## config.mk

```make
export PLATFORM = sky130hd
export DESIGN_NAME = mpgc_gain_ctrl
export DESIGN_NICKNAME = d
export VERILOG_FILES = /design/src/logic/mpgc_pkg.sv /design/src/logic/mpgc_gain_ctrl.sv
export SDC_FILE = /design/constraint.sdc
export NUM_CORES = 1
export LEC_CHECK = 0
export ABC_CLOCK_PERIOD_IN_PS = 3800
export BUFFER_PORTS_ARGS = -buffer_cell sky130_fd_sc_hd__buf_2
export CAP_MARGIN = 0
export CORE_MARGIN = 2
export CORE_UTILIZATION = 30
export DETAILED_ROUTE_END_ITERATION = 7
export PLACE_DENSITY_LB_ADDON = 0.12
export SLEW_MARGIN = 10
export SYNTH_ARGS = -nofsm -noshare
export SYNTH_HDL_FRONTEND = slang
export SYNTH_SLANG_ARGS = --single-unit
```

## constraint.sdc

```tcl
create_clock -name ref_clk -period 3.8 [get_ports ref_clk]
set_input_delay 0.19 -clock ref_clk [delete_from_list [all_inputs] [get_ports ref_clk]]
set_output_delay 0.19 -clock ref_clk [all_outputs]
set_load 0.02 [all_outputs]
```

## src/logic/mpgc_pkg.sv

```systemverilog
// constants for the microphone gain control block
package mpgc_pkg;
  // register indices; byte address is four times the index
  localparam logic [7:0] IDX_STATUS = 8'h24;
  localparam logic [7:0] IDX_BIAS = 8'h2E;
  localparam logic [7:0] IDX_GAIN = 8'h2F;
  localparam logic [7:0] IDX_RSEL = 8'h30;
  localparam logic [7:0] IDX_ADC = 8'h51;
  localparam logic [7:0] IDX_MUTE = 8'h52;
  localparam logic [7:0] IDX_AGC = 8'h56;
  localparam logic [7:0] IDX_IRQ_STS = 8'h70;
  localparam logic [7:0] IDX_IRQ_CLR = 8'h71;
  localparam logic [7:0] IDX_IRQ_EN = 8'h72;
  // field positions
  localparam int unsigned TOP_BIT = 7;
  localparam int unsigned POWERED_BIT = 6;
  localparam int unsigned SOFT_OFF_BIT = 1;
  localparam int unsigned RSEL_LP = 6;
  localparam int unsigned RSEL_RP = 4;
  localparam int unsigned RSEL_LM = 2;
  // gain coding, half-dB steps
  localparam logic [6:0] GAIN_ZERO = 7'h00;
  localparam logic [6:0] GAIN_STEP = 7'h01;
  localparam logic [6:0] GAIN_MAX = 7'h77;
  localparam logic signed [8:0] OFFS_6DB = 9'sh00C;
  // reset values
  localparam logic [7:0] RST_BYTE = 8'h00;
  localparam logic [1:0] SOFT_RST = 2'h0;
  // interrupt events
  localparam int unsigned EV_W = 3;
  localparam int unsigned EV_REACHED = 0;
  localparam int unsigned EV_UP = 1;
  localparam int unsigned EV_DOWN = 2;
  // soft-step tick timing
  localparam int unsigned CLK_PERIOD_NS = 10;
  localparam int unsigned STEP_NS = 1000;
  localparam int unsigned STEP_CYC = STEP_NS / CLK_PERIOD_NS;
  localparam int unsigned CNT_W = 16;
  // bias level codes
  typedef enum logic [1:0] {
    MPGC_BIAS_OFF = 2'b00,
    MPGC_BIAS_2V = 2'b01,
    MPGC_BIAS_2V5 = 2'b10,
    MPGC_BIAS_SUPPLY = 2'b11
  } mpgc_bias_t;
endpackage

```

## src/logic/mpgc_gain_ctrl.sv

```systemverilog
// microphone pga gain control with wishbone registers
//
// The Wishbone slave port and the address map were left to the implementer.
`timescale 1ns/100ps
module mpgc_gain_ctrl #(
  parameter int unsigned STEP_CYC = mpgc_pkg::STEP_CYC
) (
  input wire logic ref_clk,
  input wire logic srst,
  input wire logic wb_cyc_i,
  input wire logic wb_stb_i,
  input wire logic wb_we_i,
  input wire logic [9:0] wb_adr_i,
  input wire logic [3:0] wb_sel_i,
  input wire logic [31:0] wb_dat_i,
  output logic [31:0] wb_dat_o,
  output logic wb_ack_o,
  input wire logic [6:0] agc_gain_in,
  input wire logic [15:0] adc_data_in,
  output logic [15:0] adc_data_out,
  output logic [1:0] mic_bias_level,
  output logic mic_bias_on,
  output logic [6:0] pga_gain_applied,
  output logic pga_muted,
  output logic signed [8:0] eff_gain_lp,
  output logic signed [8:0] eff_gain_rp,
  output logic signed [8:0] eff_gain_lm,
  output logic adc_power_on,
  output logic irq
);

  // ---------------------------------------------------------------
  // state
  // ---------------------------------------------------------------
  typedef struct packed {
    logic [1:0] bias;
    logic [7:0] gain;
    logic [7:0] rsel;
    logic [7:0] adc;
    logic [7:0] mute;
    logic [7:0] agc;
    logic [6:0] applied;
    logic muted;
    logic powered;
    logic reached;
    logic [mpgc_pkg::CNT_W-1:0] cnt;
    logic ack;
    logic [7:0] dat;
    logic [mpgc_pkg::EV_W-1:0] sts;
    logic [mpgc_pkg::EV_W-1:0] ien;
    logic [15:0] adc_out;
    logic signed [8:0] eff_lp;
    logic signed [8:0] eff_rp;
    logic signed [8:0] eff_lm;
  } mpgc_state_t;

  mpgc_state_t s_reg;
  mpgc_state_t s_next;

  function automatic logic signed [8:0] offs(input logic [1:0] code);
    unique case (code)
      2'b00: offs = 9'sh000;
      2'b01: offs = mpgc_pkg::OFFS_6DB;
      2'b10, 2'b11: offs = -mpgc_pkg::OFFS_6DB;
    endcase
  endfunction

  logic tick;
  logic soft_on;
  logic pga_en;
  logic pwr_req;
  logic [6:0] fixed_gain;
  logic [6:0] loop_gain;
  logic [6:0] tgt;
  logic req;
  logic wr;
  logic [7:0] idx;
  logic [mpgc_pkg::EV_W-1:0] ev;
  logic reached_now;
  logic [7:0] rd;

  // ---------------------------------------------------------------
  // next state
  // ---------------------------------------------------------------
  always_comb begin
    s_next = s_reg;
    idx = wb_adr_i[9:2];
    req = wb_cyc_i && wb_stb_i;
    // a write lands on the edge where ack is seen high
    wr = req && wb_we_i && wb_sel_i[0] && s_reg.ack;
    tick = (s_reg.cnt == mpgc_pkg::CNT_W'(STEP_CYC - 1));
    soft_on = !s_reg.adc[mpgc_pkg::SOFT_OFF_BIT];
    pga_en = s_reg.gain[mpgc_pkg::TOP_BIT];
    pwr_req = s_reg.adc[mpgc_pkg::TOP_BIT];
    // codes above the top step are clamped rather than wrapped
    fixed_gain = (s_reg.gain[6:0] > mpgc_pkg::GAIN_MAX) ? mpgc_pkg::GAIN_MAX : s_reg.gain[6:0];
    loop_gain = (agc_gain_in > mpgc_pkg::GAIN_MAX) ? mpgc_pkg::GAIN_MAX : agc_gain_in;
    if (!pga_en) begin
      tgt = mpgc_pkg::GAIN_ZERO;
    end else if (s_reg.agc[mpgc_pkg::TOP_BIT]) begin
      tgt = loop_gain;
    end else begin
      tgt = fixed_gain;
    end
    ev = '0;

    s_next.cnt = tick ? '0 : s_reg.cnt + mpgc_pkg::CNT_W'(1);

    // soft-step engine: mute is reached only from 0 dB, walked down to with soft stepping on and jumped to with it off
    if (tick || !soft_on) begin
      if (!pwr_req) begin
        if (s_reg.applied == mpgc_pkg::GAIN_ZERO) begin
          s_next.muted = 1'b1;
        end else if (soft_on) begin
          s_next.applied = s_reg.applied - mpgc_pkg::GAIN_STEP;
        end else begin
          s_next.applied = mpgc_pkg::GAIN_ZERO;
        end
      end else if (s_reg.muted) begin
        s_next.muted = 1'b0;
      end else if (!soft_on) begin
        s_next.applied = tgt;
      end else if (s_reg.applied < tgt) begin
        s_next.applied = s_reg.applied + mpgc_pkg::GAIN_STEP;
      end else if (s_reg.applied > tgt) begin
        s_next.applied = s_reg.applied - mpgc_pkg::GAIN_STEP;
      end
    end

    // powered flag falls only once the walk to mute is done
    if (pwr_req) begin
      s_next.powered = 1'b1;
    end else if (s_reg.muted) begin
      s_next.powered = 1'b0;
    end

    reached_now = pwr_req ? (!s_reg.muted && s_reg.applied == tgt) : s_reg.muted;
    s_next.reached = reached_now;

    ev[mpgc_pkg::EV_REACHED] = reached_now && !s_reg.reached;
    ev[mpgc_pkg::EV_UP] = pwr_req && !s_reg.powered;
    ev[mpgc_pkg::EV_DOWN] = !pwr_req && s_reg.muted && s_reg.powered;

    s_next.eff_lp = $signed({2'b00, s_reg.applied}) + offs(s_reg.rsel[mpgc_pkg::RSEL_LP +: 2]);
    s_next.eff_rp = $signed({2'b00, s_reg.applied}) + offs(s_reg.rsel[mpgc_pkg::RSEL_RP +: 2]);
    s_next.eff_lm = $signed({2'b00, s_reg.applied}) + offs(s_reg.rsel[mpgc_pkg::RSEL_LM +: 2]);

    if (!s_reg.mute[mpgc_pkg::TOP_BIT]) begin
      s_next.adc_out = adc_data_in;
    end

    // ---------------------------------------------------------------
    // wishbone slave
    // ---------------------------------------------------------------
    s_next.ack = req && !s_reg.ack;
    unique case (idx)
      mpgc_pkg::IDX_STATUS: rd = {s_reg.reached, s_reg.powered, 6'b00_0000};
      mpgc_pkg::IDX_BIAS: rd = {6'b00_0000, s_reg.bias};
      mpgc_pkg::IDX_GAIN: rd = s_reg.gain;
      mpgc_pkg::IDX_RSEL: rd = s_reg.rsel;
      mpgc_pkg::IDX_ADC: rd = s_reg.adc;
      mpgc_pkg::IDX_MUTE: rd = s_reg.mute;
      mpgc_pkg::IDX_AGC: rd = s_reg.agc;
      mpgc_pkg::IDX_IRQ_STS: rd = {5'b0_0000, s_reg.sts};
      mpgc_pkg::IDX_IRQ_EN: rd = {5'b0_0000, s_reg.ien};
      default: rd = mpgc_pkg::RST_BYTE;
    endcase
    if (req && !s_reg.ack) begin
      s_next.dat = wb_we_i ? mpgc_pkg::RST_BYTE : rd;
    end

    s_next.sts = s_reg.sts;
    if (wr) begin
      unique case (idx)
        mpgc_pkg::IDX_BIAS: s_next.bias = wb_dat_i[1:0];
        mpgc_pkg::IDX_GAIN: s_next.gain = wb_dat_i[7:0];
        mpgc_pkg::IDX_RSEL: s_next.rsel = wb_dat_i[7:0];
        mpgc_pkg::IDX_ADC: s_next.adc = wb_dat_i[7:0];
        mpgc_pkg::IDX_MUTE: s_next.mute = wb_dat_i[7:0];
        mpgc_pkg::IDX_AGC: s_next.agc = wb_dat_i[7:0];
        mpgc_pkg::IDX_IRQ_CLR: s_next.sts = s_reg.sts & ~wb_dat_i[mpgc_pkg::EV_W-1:0];
        mpgc_pkg::IDX_IRQ_EN: s_next.ien = wb_dat_i[mpgc_pkg::EV_W-1:0];
        default: s_next.dat = s_reg.dat;
      endcase
    end
    // a new event beats a clear in the same cycle
    s_next.sts = s_next.sts | ev;
  end

  always_ff @(posedge ref_clk) begin
    if (srst) begin
      s_reg <= '0;
      s_reg.muted <= 1'b1;
      s_reg.reached <= 1'b1;
      s_reg.adc <= {6'b00_0000, mpgc_pkg::SOFT_RST};
    end else begin
      s_reg <= s_next;
    end
  end

  // ---------------------------------------------------------------
  // outputs
  // ---------------------------------------------------------------
  assign wb_ack_o = s_reg.ack;
  assign wb_dat_o = {24'h00_0000, s_reg.dat};
  assign adc_data_out = s_reg.adc_out;
  assign mic_bias_level = s_reg.bias;
  assign mic_bias_on = (mpgc_pkg::mpgc_bias_t'(s_reg.bias) != mpgc_pkg::MPGC_BIAS_OFF);
  assign pga_gain_applied = s_reg.applied;
  assign pga_muted = s_reg.muted;
  assign eff_gain_lp = s_reg.eff_lp;
  assign eff_gain_rp = s_reg.eff_rp;
  assign eff_gain_lm = s_reg.eff_lm;
  assign adc_power_on = s_reg.powered;
  assign irq = |(s_reg.sts & s_reg.ien);
endmodule

```

==> flow_summary_export.csv <==
group,metric,value,unit
synthesis,synth-main-ff-cell,"dfxtp_1",
synthesis,syn_inst,778,
route,routedWlPerCell,16.3,µm
route,wl_met1,8530,µm
power_and_ir_drop,power.leakage,3.22,nW
floorplanning,start_util,30.7,%
floorplanning,io_pins,163,
floorplanning,chipHeight,154,µm
layout,final_core_util,34.7,%
grt,grtUsageTotal,15.3,%
place,dp_hpwl,13100,µm
route,dr.max_layer_used,"met4",
timing,fin_crit_sh,81.9,%
grt,antenna_found_initial,0,
route,drcViolationCount,0,
layout,multiInputGateArea,3480,µm²
layout,nets,922,
floorplanning,core,21900,µm²
synthesis,syn_area,6720,µm²
layout,diodes,0,
power_and_ir_drop,ir_drop,0.248,mV
power_and_ir_drop,total_power,3.14,mW
route,drt_iter0_drc,365,
cts,clkTransAtPathRegs,0.06,ns
timing,hold_viol,0,
layout,largest_reg_flops,61,
place,dp_cells,1074,
layout,final_cells,1109,
critical_path,cp-end-kind,"register",
synthesis,yosysTopAreaCell,"dfxtp_1",
route,num_vias,5466,
layout,drive_gt1_share,21.1,%
layout,regArea,2440,µm²
synthesis,yosysTopAreaCellShare,36.4,%
floorplanning,num_rows,54,
grt,gr-total-overflow,0,
route,firstDrtPassIters,7,
floorplanning,dieArea,23600,µm²
cts,cts_buffers,17,
synthesis,ys_top_cells_by_area,"dfxtp_1, buf_4, ha_1",
grt,grt_pass1_wl,28900,µm
run,maxCapViolCount,0,
timing,worstMarginPinSlew,1.07,ns
timing,slew-limit-headroom,28.8,%
layout,fill_cells,2318,
critical_path,arrival,3.42,ns
cts,htreeDepth,4,
synthesis,synth_edf_count,0,
synthesis,synth_cell_types,70,
cts,cts_setup_buffers,0,
timing,fin_skew,0.00801,ns
route,wl_met2,8320,µm
cts,cts_sinks,122,
cts,ctsRootBufferMaster,"clkbuf_16",
cts,cts_tree,"done",
timing,rsz0062_at_grt,"false",
critical_path,setup.worst_path.class,"reg -> reg",
timing,fmax,0.321,GHz
cts,insertion_delay,0.41,ns
route,routed_via_density,4.93,
timing,fin_crit,3.11,ns
route,met3_length,931,µm
synthesis,yosysMostFrequentCell,"dfxtp_1",
status,status,"complete, no violations",
cts,cts_resized,0,
power_and_ir_drop,powerDensity,414,nW/µm²
timing,setup_viol,0,
route,ant_nets,0,
synthesis,synth_seq_area_share,36.4,%
synthesis,synth_seq_cells,122,
grt,grt_pass1_vias,5337,
critical_path,startpoint_type,"register",
layout,area_delta_synth_final,13.0,%
place,port_buffers,109,
synthesis,yosys_warnings,0,
synthesis,synth.avg_cell_area,8.64,µm²
cts,cts.path.max_buffers,2,
critical_path,worst-path-max-fanout,13,
grt,grt_max_degree,72,
place,place.gp.congestion,0.758,
floorplanning,die_w,154,µm
hold_path,min_path_type,"in -> reg",
timing,timing.setup.tns,0,ns
synthesis,synth-async-reset-ratio,0,%
route,wl,18100,µm
timing,hold_ws,0.0121,ns
critical_path,required,4.11,ns
timing,drv_slew,0,
synthesis,synth_common_cells,"dfxtp_1, nor2_1, buf_4",
[worst max-delay path, cell delays in order, from the launching register on]
cell      delay, ns
dfxtp_1        0.51
nand2_1        0.18
o221ai_1       0.33
ha_1           0.33
a21oi_1        0.14
a21o_1         0.15
and3_1         0.53
mux2_2         0.42
a21o_1         0.18
a32o_1         0.24
[what timing repair did]
| action | in CTS | in global routing |
|---|---|---|
| hold endpoints to repair | 3 | 0 |
| hold buffers | 3 | 0 |
| setup endpoints to repair | 0 | 0 |
[layout make-up]
class | instances | share of cell area (%)
Multi-Input combinational cell | 536 | 45.9
Sequential cell | 122 | 32.2
Timing Repair Buffer | 119 | 8.31
Clock buffer | 20 | 5.75
Tap cell | 280 | 4.62
Clock inverter | 12 | 2.29
Inverter | 20 | 0.989
[through the flow]
step	instance area, µm²	setup WS [ns]
finish	7590	0.687
global route	7590	0.496
CTS	7590	0.714
detailed placement	6950	0.710
global placement	6950	0.772
floorplan	6810	1.19
[worst paths after layout]
kind	start	endpoint	slack (ns)	depth (start not counted)
min reg2reg	s_reg[58]	s_reg[58]	0.45	1
max reg2reg	s_reg[91]	pga_gain_applied[4]	0.69	9
max	s_reg[91]	pga_gain_applied[4]	0.69	9
min	adc_data_in[0]	adc_data_out[0]	0.01	3
[cells by family (layout without fill, tap and decap cells)]
| logic type | count (synthesis) | in the layout | synth area share (%) |
|---|---|---|---|
| other | 1 | 24 | 0.0558 |
| AND/OR/NAND/NOR | 276 | 276 | 19.7 |
| adder cells (fa/ha/maj) | 32 | 32 | 6.29 |
| XOR/XNOR | 25 | 25 | 3.26 |
| flip-flops | 122 | 122 | 36.4 |
| multiplexers | 42 | 42 | 6.39 |
| AO/OA/AOI/OAI | 137 | 137 | 14.8 |
| buffers and inverters | 143 | 171 | 13.1 |
[where the power goes]
group	switching, mW	internal (mW)
clock network	0.598	1.09
logic	0.110	0.0419
registers	0.00664	1.29
total	0.716	2.43
[metal layers]
| metal | track usage [%] | vias to the layer above |
|---|---|---|
| met4 | 5.02 | 0 |
| li1 | - | 2680 |
| met2 | 24.5 | 158 |
| met1 | 20.8 | 2609 |
| met3 | 2.93 | 19 |
| met5 | 0 | - |
[cell usage in the layout (no fill, tap or decap), types with 5 or more instances in the layout]
cell type	n
o21bai_1	5
nor2_1	88
dfxtp_1	122
buf_2	108
nand2_1	65
mux2_2	7
nor2b_1	11
a221oi_2	5
nor3_1	12
a22oi_1	8
conb_1	24
o31ai_1	7
nand2b_1	7
mux2i_1	35
a21oi_1	49
buf_4	8
ha_1	29
nand3_1	41
clkbuf_16	17
nand4_1	6
xor2_1	15
nor4_1	5
a21o_1	10
xnor2_1	10
and3_1	12
inv_1	18
o21ai_0	11
Note: power is estimated with default switching activity, not from simulation.
